[src/design/ppmf_pkg.sv]
// package of offsets, field positions and reset values for the parity panic mask block
`default_nettype none
package ppmf_pkg;

  // register indices; byte address is four times the index
  localparam logic [15:0] PPMF_IDX_SW_MASK = 16'hF423;
  localparam logic [15:0] PPMF_IDX_PM_FLAGS = 16'hF470;
  localparam logic [15:0] PPMF_IDX_MEM_MASK = 16'hF424;
  localparam logic [15:0] PPMF_IDX_INT_STATUS = 16'hF480;
  localparam logic [15:0] PPMF_IDX_INT_CLEAR = 16'hF481;
  localparam logic [15:0] PPMF_IDX_INT_ENABLE = 16'hF482;

  // bit positions inside the memory parity mask register
  localparam int PPMF_BIT_RC0 = 0;
  localparam int PPMF_BIT_RC1 = 1;
  localparam int PPMF_BIT_PM0 = 2;
  localparam int PPMF_BIT_PM1 = 3;
  localparam int PPMF_BIT_DM0_B0 = 4;
  localparam int PPMF_BIT_DM0_B1 = 5;
  // software error source in the event vector
  localparam int PPMF_BIT_SW = 6;
  localparam int PPMF_NUM_SRC = 7;
  localparam int PPMF_MEM_MASK_W = 6;

  // flag register layout
  localparam int PPMF_FLAG_B0_SUB5 = 5;
  localparam int PPMF_FLAG_B1_LO = 8;
  localparam int PPMF_NUM_SUB = 6;

  // values after reset
  localparam logic [5:0] PPMF_MEM_MASK_RESET = 6'h03;
  localparam logic PPMF_SW_MASK_RESET = 1'b0;
  localparam logic [6:0] PPMF_INT_ENABLE_RESET = 7'h00;

  // bus answers
  localparam logic [1:0] PPMF_RESP_OKAY = 2'b00;
  localparam logic [1:0] PPMF_RESP_SLVERR = 2'b10;

  // register select produced by the address decoder
  typedef enum {
    PPMF_SEL_NONE,
    PPMF_SEL_SW_MASK,
    PPMF_SEL_PM_FLAGS,
    PPMF_SEL_MEM_MASK,
    PPMF_SEL_INT_STATUS,
    PPMF_SEL_INT_CLEAR,
    PPMF_SEL_INT_ENABLE
  } ppmf_sel_t;

endpackage
`default_nettype wire

[src/design/ppmf_sticky.sv]
// sticky flag vector where a set in the clear cycle wins
`default_nettype none
module ppmf_sticky #(
  parameter int W = 7
) (
  input wire logic clk,
  input wire logic resetn,
  input wire logic [W-1:0] set,
  input wire logic [W-1:0] clr,
  output logic [W-1:0] flags
);

  // set after clear, so a simultaneous event is kept
  always_ff @(posedge clk or negedge resetn)
  begin
    if (!resetn)
      flags <= '0;
    else
      flags <= (flags & ~clr) | set;
  end

endmodule
`default_nettype wire

[src/design/ppmf_top.sv]
// parity panic mask registers, program memory parity flags and interrupt
//
// Local design decision: register access over AXI4-Lite.
`default_nettype none

module ppmf_top
  import ppmf_pkg::*;
#(
  parameter int ADDR_W = 18
) (
  input wire logic clk,
  input wire logic resetn,
  // axi4-lite write address
  input wire logic s_axi_awvalid,
  output logic s_axi_awready,
  input wire logic [ADDR_W-1:0] s_axi_awaddr,
  input wire logic [2:0] s_axi_awprot,
  // axi4-lite write data
  input wire logic s_axi_wvalid,
  output logic s_axi_wready,
  input wire logic [31:0] s_axi_wdata,
  input wire logic [3:0] s_axi_wstrb,
  // axi4-lite write response
  output logic s_axi_bvalid,
  input wire logic s_axi_bready,
  output logic [1:0] s_axi_bresp,
  // axi4-lite read address
  input wire logic s_axi_arvalid,
  output logic s_axi_arready,
  input wire logic [ADDR_W-1:0] s_axi_araddr,
  input wire logic [2:0] s_axi_arprot,
  // axi4-lite read data
  output logic s_axi_rvalid,
  input wire logic s_axi_rready,
  output logic [31:0] s_axi_rdata,
  output logic [1:0] s_axi_rresp,
  // parity error pulses from the checkers, same clock
  input wire logic [5:0] pm_bank1_parity_err,
  input wire logic pm_bank0_sub5_parity_err,
  input wire logic dm0_bank0_parity_err,
  input wire logic dm0_bank1_parity_err,
  input wire logic rate_conv0_parity_err,
  input wire logic rate_conv1_parity_err,
  input wire logic software_err,
  // report toward the panic manager
  output logic panic_report,
  output logic [6:0] panic_source,
  output logic irq
);

  // address decode shared by read and write paths
  function automatic ppmf_sel_t decode(input logic [ADDR_W-1:0] addr);
    logic [15:0] idx;
    idx = addr[17:2];
    if (addr[1:0] != 2'b00)
      decode = PPMF_SEL_NONE;
    else if (idx == PPMF_IDX_SW_MASK)
      decode = PPMF_SEL_SW_MASK;
    else if (idx == PPMF_IDX_PM_FLAGS)
      decode = PPMF_SEL_PM_FLAGS;
    else if (idx == PPMF_IDX_MEM_MASK)
      decode = PPMF_SEL_MEM_MASK;
    else if (idx == PPMF_IDX_INT_STATUS)
      decode = PPMF_SEL_INT_STATUS;
    else if (idx == PPMF_IDX_INT_CLEAR)
      decode = PPMF_SEL_INT_CLEAR;
    else if (idx == PPMF_IDX_INT_ENABLE)
      decode = PPMF_SEL_INT_ENABLE;
    else
      decode = PPMF_SEL_NONE;
  endfunction

  // software visible state
  logic [5:0] mem_mask;
  logic software_error_mask;
  logic [6:0] int_enable;
  logic [6:0] int_status;
  logic [15:0] program_mem_parity_flags;

  // held write address and data, either may arrive first
  logic aw_held;
  logic w_held;
  logic [ADDR_W-1:0] aw_addr;
  logic [15:0] w_data;
  logic w_strb;

  // write handshake terms
  wire aw_take = s_axi_awvalid && s_axi_awready;
  wire w_take = s_axi_wvalid && s_axi_wready;
  wire wr_fire = aw_held && w_held && !s_axi_bvalid;
  wire b_done = s_axi_bvalid && s_axi_bready;
  // select held in a variable, enum is two-state and cannot be a net
  ppmf_sel_t wr_sel;
  assign wr_sel = decode(aw_addr);
  wire lo_en = w_strb;

  // write strobes per register
  wire wr_mem_mask = wr_fire && (wr_sel == PPMF_SEL_MEM_MASK) && lo_en;
  wire wr_sw_mask = wr_fire && (wr_sel == PPMF_SEL_SW_MASK) && lo_en;
  wire wr_int_en = wr_fire && (wr_sel == PPMF_SEL_INT_ENABLE) && lo_en;
  wire wr_int_clr = wr_fire && (wr_sel == PPMF_SEL_INT_CLEAR) && lo_en;
  wire wr_bad = (wr_sel == PPMF_SEL_NONE);

  // read handshake terms
  wire ar_take = s_axi_arvalid && s_axi_arready;
  wire r_done = s_axi_rvalid && s_axi_rready;
  ppmf_sel_t rd_sel;
  assign rd_sel = decode(s_axi_araddr);

  // error sources lined up with the mask bit positions
  wire [6:0] raw_err;
  assign raw_err[PPMF_BIT_RC0] = rate_conv0_parity_err;
  assign raw_err[PPMF_BIT_RC1] = rate_conv1_parity_err;
  assign raw_err[PPMF_BIT_PM0] = pm_bank0_sub5_parity_err;
  assign raw_err[PPMF_BIT_PM1] = |pm_bank1_parity_err;
  assign raw_err[PPMF_BIT_DM0_B0] = dm0_bank0_parity_err;
  assign raw_err[PPMF_BIT_DM0_B1] = dm0_bank1_parity_err;
  assign raw_err[PPMF_BIT_SW] = software_err;

  // per source suppress selection
  wire [6:0] suppress;
  assign suppress[PPMF_BIT_DM0_B1] = mem_mask[PPMF_BIT_DM0_B1];
  assign suppress[PPMF_BIT_DM0_B0] = mem_mask[PPMF_BIT_DM0_B0];
  assign suppress[PPMF_BIT_PM1] = mem_mask[PPMF_BIT_PM1];
  assign suppress[PPMF_BIT_PM0] = mem_mask[PPMF_BIT_PM0];
  assign suppress[PPMF_BIT_RC1] = mem_mask[PPMF_BIT_RC1];
  assign suppress[PPMF_BIT_RC0] = mem_mask[PPMF_BIT_RC0];
  assign suppress[PPMF_BIT_SW] = software_error_mask;

  wire [6:0] report = raw_err & ~suppress;

  // flag set vector, masked errors still flag
  wire [15:0] flag_set;
  assign flag_set[15:14] = 2'b00;
  assign flag_set[7:6] = 2'b00;
  assign flag_set[4:0] = 5'b0_0000;
  assign flag_set[PPMF_FLAG_B0_SUB5] = pm_bank0_sub5_parity_err;
  genvar g;
  generate
    for (g = 0; g < PPMF_NUM_SUB; g++)
    begin : g_b1_flag
      assign flag_set[PPMF_FLAG_B1_LO + g] = pm_bank1_parity_err[g];
    end
  endgenerate

  // read only flags, no software clear
  ppmf_sticky #(
    .W(16)
  ) u_flags (
    .clk(clk),
    .resetn(resetn),
    .set(flag_set),
    .clr(16'h0000),
    .flags(program_mem_parity_flags)
  );

  // interrupt status, write one to clear, event wins
  wire [6:0] int_clr = wr_int_clr ? w_data[6:0] : 7'h00;
  ppmf_sticky #(
    .W(PPMF_NUM_SRC)
  ) u_int_status (
    .clk(clk),
    .resetn(resetn),
    .set(report),
    .clr(int_clr),
    .flags(int_status)
  );

  // read data selection
  wire [15:0] rd_val =
    (rd_sel == PPMF_SEL_SW_MASK) ? {15'h0000, software_error_mask} :
    (rd_sel == PPMF_SEL_PM_FLAGS) ? program_mem_parity_flags :
    (rd_sel == PPMF_SEL_MEM_MASK) ? {10'h000, mem_mask} :
    (rd_sel == PPMF_SEL_INT_STATUS) ? {9'h000, int_status} :
    (rd_sel == PPMF_SEL_INT_ENABLE) ? {9'h000, int_enable} :
    16'h0000;
  wire rd_bad = (rd_sel == PPMF_SEL_NONE);

  // write address channel capture
  always_ff @(posedge clk or negedge resetn)
  begin
    if (!resetn)
    begin
      aw_held <= 1'b0;
      aw_addr <= '0;
    end
    else if (aw_take)
    begin
      aw_held <= 1'b1;
      aw_addr <= s_axi_awaddr;
    end
    else if (wr_fire)
      aw_held <= 1'b0;
  end

  // write data channel capture
  always_ff @(posedge clk or negedge resetn)
  begin
    if (!resetn)
    begin
      w_held <= 1'b0;
      w_data <= 16'h0000;
      w_strb <= 1'b0;
    end
    else if (w_take)
    begin
      w_held <= 1'b1;
      w_data <= s_axi_wdata[15:0];
      w_strb <= s_axi_wstrb[0];
    end
    else if (wr_fire)
      w_held <= 1'b0;
  end

  // channel ready flags, low while a word is held
  always_ff @(posedge clk or negedge resetn)
  begin
    if (!resetn)
    begin
      s_axi_awready <= 1'b0;
      s_axi_wready <= 1'b0;
    end
    else
    begin
      s_axi_awready <= !(aw_held || aw_take) || (wr_fire && !aw_take);
      s_axi_wready <= !(w_held || w_take) || (wr_fire && !w_take);
    end
  end

  // write response
  always_ff @(posedge clk or negedge resetn)
  begin
    if (!resetn)
    begin
      s_axi_bvalid <= 1'b0;
      s_axi_bresp <= PPMF_RESP_OKAY;
    end
    else if (wr_fire)
    begin
      s_axi_bvalid <= 1'b1;
      s_axi_bresp <= wr_bad ? PPMF_RESP_SLVERR : PPMF_RESP_OKAY;
    end
    else if (b_done)
      s_axi_bvalid <= 1'b0;
  end

  always_ff @(posedge clk or negedge resetn)
  begin
    if (!resetn)
      mem_mask <= PPMF_MEM_MASK_RESET;
    else if (wr_mem_mask)
      mem_mask <= w_data[PPMF_MEM_MASK_W-1:0];
  end

  always_ff @(posedge clk or negedge resetn)
  begin
    if (!resetn)
      software_error_mask <= PPMF_SW_MASK_RESET;
    else if (wr_sw_mask)
      software_error_mask <= w_data[0];
  end

  // interrupt enable register
  always_ff @(posedge clk or negedge resetn)
  begin
    if (!resetn)
      int_enable <= PPMF_INT_ENABLE_RESET;
    else if (wr_int_en)
      int_enable <= w_data[6:0];
  end

  // read address ready, one read at a time
  always_ff @(posedge clk or negedge resetn)
  begin
    if (!resetn)
      s_axi_arready <= 1'b0;
    else
      s_axi_arready <= !(s_axi_rvalid || ar_take) || (r_done && !ar_take);
  end

  // read data registered one cycle after the address
  always_ff @(posedge clk or negedge resetn)
  begin
    if (!resetn)
    begin
      s_axi_rvalid <= 1'b0;
      s_axi_rdata <= 32'h0000_0000;
      s_axi_rresp <= PPMF_RESP_OKAY;
    end
    else if (ar_take)
    begin
      s_axi_rvalid <= 1'b1;
      s_axi_rdata <= {16'h0000, rd_val};
      s_axi_rresp <= rd_bad ? PPMF_RESP_SLVERR : PPMF_RESP_OKAY;
    end
    else if (r_done)
      s_axi_rvalid <= 1'b0;
  end

  always_ff @(posedge clk or negedge resetn)
  begin
    if (!resetn)
    begin
      panic_report <= 1'b0;
      panic_source <= 7'h00;
    end
    else
    begin
      panic_report <= |report;
      panic_source <= report;
    end
  end

  // level interrupt from enabled status bits
  always_ff @(posedge clk or negedge resetn)
  begin
    if (!resetn)
      irq <= 1'b0;
    else
      irq <= |((int_status & ~int_clr | report) & int_enable);
  end

endmodule
`default_nettype wire

[config.mk]
export PLATFORM = sky130hd
export DESIGN_NAME = ppmf_top
export DESIGN_NICKNAME = d
export VERILOG_FILES = /design/src/design/ppmf_pkg.sv /design/src/design/ppmf_sticky.sv /design/src/design/ppmf_top.sv
export SDC_FILE = /design/constraint.sdc
export NUM_CORES = 1
export LEC_CHECK = 0
export BUFFER_PORTS_ARGS = -buffer_cell sky130_fd_sc_hd__buf_2
export CAP_MARGIN = 20
export CORE_MARGIN = 2
export CORE_UTILIZATION = 44
export CTS_CLUSTER_DIAMETER = 40
export DETAILED_ROUTE_END_ITERATION = 16
export GPL_TIMING_DRIVEN = 0
export HOLD_SLACK_MARGIN = 0.03
export PLACE_DENSITY = 0.76
export SKIP_LAST_GASP = 1
export SYNTH_ARGS = -nofsm -noshare
export SYNTH_HDL_FRONTEND = slang
export SYNTH_SLANG_ARGS = --single-unit
[constraint.sdc]
create_clock -name clk -period 2.07 [get_ports clk]
set_input_delay 0.3105 -clock clk [delete_from_list [all_inputs] [get_ports clk]]
set_output_delay 0.3105 -clock clk [all_outputs]
set_load 0.01 [all_outputs]
---- Word level (Yosys, flattened, before mapping) ----
Index checks and enable logic that the tools add are counted.
cells by class
  muxes and demuxes ....................... 29
  eq/ne operators ......................... 21
  reduce and logical (&&, ||, !) cells .... 42
  bitwise gates (word level) .............. 7
operator list
  operator                                              count
  equality test 16 bit, second input constant           12
  equality test 32 x 4 -> 1 bit, second input constant  4
  2-to-1 mux 32 bit                                     4
  equality test 32 x 3 -> 1 bit, second input constant  3
  equality test 32 x 2 -> 1 bit, second input constant  2
  logical NOT 32 bit                                    2
  2-to-1 mux 16 bit                                     2
  2-to-1 mux 3 bit                                      10
  2-to-1 mux 7 bit                                      4
  AND 7 bit                                             3
  logical AND 1 bit                                     18
  bitwise OR 16 x 14 -> 16 bit                          1
  NOT 7 bit                                             2
  OR reduction 7 bit                                    2
  nonzero test 2 bit                                    6
  logical NOT 1 bit                                     7
  2-to-1 mux 1 bit                                      7
  bitwise OR 7 bit                                      1
  logical OR 1 bit                                      6
  OR reduction 6 bit                                    1
  2-to-1 mux 2 bit                                      2
word-level totals
  logic and storage cells ................. 120
  bits of input ports ..................... 97
  register bits ........................... 99
  output and inout bits ................... 50

---- Logic depth before layout (Yosys ltp) ----
  depth in word-level cells ............... 17
  depth in mapped cells ................... 8
  depth with buffers taken out ............ 6

---- Hierarchy ----
From an unflattened synthesis, not the netlist that was laid out.
second synthesis, totals
  cells, all modules ...................... 406
  area total of the unflattened synthesis .. 4519.3 um^2
by module, submodules not included
  module                       sequential area each (um^2)  instances  area an instance (um^2)  cells an instance
  ppmf_top                     1854.3                       1          3684.8                   337
  ppmf_sticky at u_flags       400.4                        1          580.6                    48
  ppmf_sticky at u_int_status  175.2                        1          254.0                    21

---- Worst setup path after synthesis ----
No wires, ideal clock.
  kind .................................... input to register
  start point ............................. input s_axi_araddr[10]
  end point ............................... register s_axi_rdata[1]
  data arrival time ....................... 2.195 ns
  stages .................................. 7
  path slack .............................. -0.201 ns
  path buffers ............................ 1
  cells stage by stage .................... or4b_1 > or4_1 > buf_6 > or3_4 > nor2_8 > a222oi_1 > o21ai_1
between the ends
  word-level cells in the longest chain between the ends .. 14
  elaborated cells on any way between the ends .. 23
  classes of those cells .................. 11 x eq/ne; 12 x mux
RTL lines
  what                           RTL line         RTL
  start, declared                ppmf_top.sv:30   input wire logic [ADDR_W-1:0] s_axi_araddr,
  equality test 16 bit           ppmf_top.sv:67   else if (idx == PPMF_IDX_INT_ENABLE)
  2-to-1 mux 3 bit               ppmf_top.sv:67
  2-to-1 mux 3 bit               ppmf_top.sv:65   else if (idx == PPMF_IDX_INT_CLEAR)
  2-to-1 mux 3 bit               ppmf_top.sv:63   else if (idx == PPMF_IDX_INT_STATUS)
  2-to-1 mux 3 bit               ppmf_top.sv:61   else if (idx == PPMF_IDX_MEM_MASK)
  2-to-1 mux 3 bit               ppmf_top.sv:59   else if (idx == PPMF_IDX_PM_FLAGS)
  2-to-1 mux 3 bit *             ppmf_top.sv:57   else if (idx == PPMF_IDX_SW_MASK)
  2-to-1 mux 3 bit *             ppmf_top.sv:55   if (addr[1:0] != 2'b00)
  equality test 32 x 4 -> 1 bit  ppmf_top.sv:175  (rd_sel == PPMF_SEL_INT_ENABLE) ? {9'h000, int_enable} :
  2-to-1 mux 7 bit               ppmf_top.sv:175
  2-to-1 mux 7 bit               ppmf_top.sv:174  (rd_sel == PPMF_SEL_INT_STATUS) ? {9'h000, int_status} :
  2-to-1 mux 7 bit               ppmf_top.sv:173  (rd_sel == PPMF_SEL_MEM_MASK) ? {10'h000, mem_mask} :
  2-to-1 mux 16 bit              ppmf_top.sv:172  (rd_sel == PPMF_SEL_PM_FLAGS) ? program_mem_parity_flags :
  2-to-1 mux 16 bit *            ppmf_top.sv:171  (rd_sel == PPMF_SEL_SW_MASK) ? {15'h0000, software_error_mask} :
  end signal, assigned           ppmf_top.sv:293  s_axi_rdata <= {16'h0000, rd_val};
  end, declared                  ppmf_top.sv:35   output logic [31:0] s_axi_rdata,
Mark *: on every way between the ends. The rest lies on a longest branch, timed or not.
A chain may end at the register's enable or synchronous reset.

---- Final worst setup path ----
  start point ............................. register aw_addr[5]
  end point ............................... register software_error_mask
between the ends
  word-level cells in the longest chain between the ends .. 11
  elaborated cells on any way between the ends .. 16
  classes of those cells .................. 7 x eq/ne; 7 x mux; 2 x reduce/logical
RTL lines
  what                              RTL line         RTL
  start, declared                   ppmf_top.sv:83   logic [ADDR_W-1:0] aw_addr;
  start signal, assigned            ppmf_top.sv:190  aw_addr <= s_axi_awaddr;
  equality test 16 bit              ppmf_top.sv:67
  2-to-1 mux 3 bit                  ppmf_top.sv:67
  2-to-1 mux 3 bit                  ppmf_top.sv:65
  2-to-1 mux 3 bit                  ppmf_top.sv:63
  2-to-1 mux 32 bit                 ppmf_top.sv:61
  2-to-1 mux 32 bit                 ppmf_top.sv:59
  2-to-1 mux 32 bit *               ppmf_top.sv:57
  2-to-1 mux 32 bit *               ppmf_top.sv:55
  equality test 32 x 2 -> 1 bit *   ppmf_top.sv:99   wire wr_sw_mask = wr_fire && (wr_sel == PPMF_SEL_SW_MASK) && lo_en;
  logical AND 1 bit * (2 in a row)  ppmf_top.sv:99
  end signal, assigned              ppmf_top.sv:260  software_error_mask <= w_data[0];
  end, declared                     ppmf_top.sv:75   logic software_error_mask;
Marks and branches as above.

==> impl_metrics.toml <==
[power_and_ir_drop]
p_leak_nw = 2.41
power_mw = 4.44
combPwrFrac = 0.233
vdd_ir_drop_max_uv = 762
switchingPower_mw = 1.36
p_per_area_nw_per_um2 = 854
sequentialPowerShare = 0.529
switching_share = 0.305
p_int_mw = 3.08
p_clk_frac = 0.239

[final_layout]
syn_to_final_growth_pct = 32.2
final.fill_count = 737
drive_gt1_frac = 0.526
final_nets = 566
final_cell_mix = "buf_2 (87), dfrtp_1 (78), mux2_2 (39), buf_4 (36), nand2_1 (23)"
finalInstanceArea_um2 = 5200
n_antenna_cell = 0
mostFrequentLayoutCell = "buf_2"

[grt]
grt_pass1_vias = 3052
track_usage = 0.187
grt_pass1_wl_mm = 14.5
overflow = 0
antenna_found_initial = 0
grt_max_degree = 57

[floorplan]
die_y_um = 98.6
start_util = 0.453
die-area_um2 = 9710
die_w_um = 98.6
core_um2 = 8680
num_io_pins = 147
row_count = 34

[yosys]
ys.flop_type = "dfrtp_1"
yosys_warnings = 0
ys_ff_latch = 85
synth_cell_types = 61
ys_seq_area_frac = 0.541
synth_area_um2 = 3930
synth.avg_cell_area_um2 = 11.9
ys_async_sr_fraction = 1.00
synth_edf_count = 0
netlist_instances = 330

[timing]
rsz0062_at_grt = "yes"
layout_setup_ws_ps = -140
worst_pin_slew_ps = 509
setup_tns_ps = -2100
report.final.setup_viol = 27
hold_violations = 0
slew_violations = 0
slew_headroom = 0.659
fin_crit_ps = 2210
period_share = 1.07
skew_ps = 13.2
max_freq_mhz = 453
fin_hold_ws_ps = 145

[placement]
placed_area_um2 = 4640
port_buffers = 91
gp_congestion = 0.856
dpl.hpwl_mm = 6.23

[clocking]
clk_path_buf_depth = 2
cts_tree = "done"
insertion_delay_ps = 350
cts_num_sinks = 85
clkSlewWorstSetupHoldPaths_ps = 90
htree_levels = 3
cts_root_buffer = "clkbuf_8"
cts-buffers-inserted = 9

[route]
vias = 3021
drt_iter0_drc = 138
via_per_inst = 5.20
drt_pass1_iterations = 4
routed_wl_mm = 8.95
ant_nets = 0
drc_errors = 0
post_drt_wl_per_cell_um = 15.4

[worst_setup_path]
crit_type = "register to register"
crit_path_max_fanout = 3
startpoint = "aw_addr[5]"
crit_path_start_kind = "register"
crit_slowest_cell = "dfrtp_2"
slowest_delay_ps = 460
required_ps = 2300
reg2reg_from = "aw_addr[5]"
cp-end-kind = "register"
cp_cell_sequence = "nor4b_4 > nand4b_1 > buf_4 > a21oi_4 > nor3b_4 > nor2b_4 > mux2_4"
arrival_ps = 2440

[run]
cap_viol_max_count = 0

[worst_hold_path]
hold_path.class = "input port to register"
min_from = "s_axi_bready"

[status]
run_status = "finished, violations left"
violations = "negative setup slack"
-- power groups by stage --
stage	logic [mW]	registers (mW)	clock network (mW)
final	1.03	2.35	1.06
after global routing	1.14	2.40	1.15
after CTS	0.990	2.32	1.09
after detailed placement	0.912	2.31	0
after global placement	0.876	2.29	0
after floorplan	0.624	2.26	0
-- final timing paths --
kind                                  endpoint  slack [ps]  cells past startpoint
max                        software_error_mask        -140                      7
min                               s_axi_bvalid         140                      2
max reg2reg                software_error_mask        -140                      7
min reg2reg                  u_flags.flags[13]         470                      1
max in group asynchronous          mem_mask[0]        1000                      3
min in group asynchronous          aw_addr[13]         430                      2
-- logic make-up after synthesis --
family,Yosys count,synth area share
AO/OA/AOI/OAI,62,0.118
buffers and inverters,36,0.0604
flip-flops,85,0.541
multiplexers,42,0.120
other,1,0.000953
AND/OR/NAND/NOR,104,0.160
-- state kept, by name, summed over array words and instances, names as in the netlist, 6 cells and up --
name,cells
u_flags.flags,7
int_enable,7
u_int_status.flags,7
mem_mask,6
s_axi_rdata,13
aw_addr,18
w_data,7
panic_source,7
-- cell type report --
type / count / area, um^2 / share of cell area
Tap cell: 108 / 135 / 0.0260
Multi-Input combinational cell: 229 / 1860 / 0.358
Timing Repair Buffer: 111 / 673 / 0.129
Buffer: 24 / 184 / 0.0354
Clock buffer: 12 / 155 / 0.0298
Sequential cell: 85 / 2140 / 0.411
Inverter: 9 / 33.8 / 0.00650
Clock inverter: 3 / 21.3 / 0.00409
-- synthesized netlist by cell type (2+ instances only) --
master	instances	share of area
a2111oi_0	2	0.0045
a211oi_1	2	0.0038
a21o_1	3	0.0057
a21o_2	4	0.0089
a21oi_1	5	0.0064
a222oi_1	4	0.010
a22o_1	7	0.016
a22oi_1	2	0.0038
a31oi_1	4	0.0064
and2_1	3	0.0048
buf_4	21	0.040
buf_6	3	0.0086
clkbuf_1	2	0.0019
dfrtp_1	83	0.53
dfstp_2	2	0.013
inv_1	9	0.0086
mux2_2	40	0.11
mux2i_1	2	0.0051
nand2_1	29	0.028
nand2b_1	3	0.0048
nand3_1	3	0.0038
nand4_1	4	0.0064
nand4b_1	4	0.0089
nor2_1	8	0.0076
nor2b_1	11	0.017
nor3_1	3	0.0038
nor3b_1	2	0.0038
nor4_1	2	0.0032
nor4b_1	3	0.0067
nor4bb_1	2	0.0051
o21ai_0	10	0.013
o21ai_1	5	0.0064
o41ai_1	2	0.0045
or2_2	10	0.016
or3_1	2	0.0032
or4_1	3	0.0057
or4b_1	2	0.0051
-- worst max-delay path, delay by kind of cell, from the launching register on --
kind	cells	cell delay [ps]
AND/OR/NAND/NOR	4	990
AO/OA/AOI/OAI	1	140
multiplexers	1	300
buffers and inverters	1	210
flip-flops	1	460
-- timing repair --
item,4_1_cts,5_1_grt
endpoints found under the setup margin,35,33
gates cloned,0,0
resized for setup,31,26
pin swaps,13,31
hold buffers,1,0
hold endpoints to repair,29,0
buffers inserted,10,8
-- routing by layer --
| layer | up-vias | GRT usage | part of all wire |
|---|---|---|---|
| li1 | 1448 | - | - |
| met1 | 1448 | 0.246 | 0.43 |
| met2 | 111 | 0.307 | 0.49 |
| met3 | 14 | 0.0383 | 0.062 |
| met4 | 0 | 0.0727 | 0.019 |
| met5 | - | 0 | 0 |
-- stage by stage --
step | cells | setup WS (ps) | util
6_report | 581 | -140 | 0.599
4_1_cts | 575 | -143 | 0.582
2_1_floorplan | 350 | -183 | -
3_5_place_dp | 550 | -478 | 0.534
5_1_grt | 581 | -256 | 0.599
3_3_place_gp | 549 | -482 | 0.531
Power figures use the tool's default switching activity.
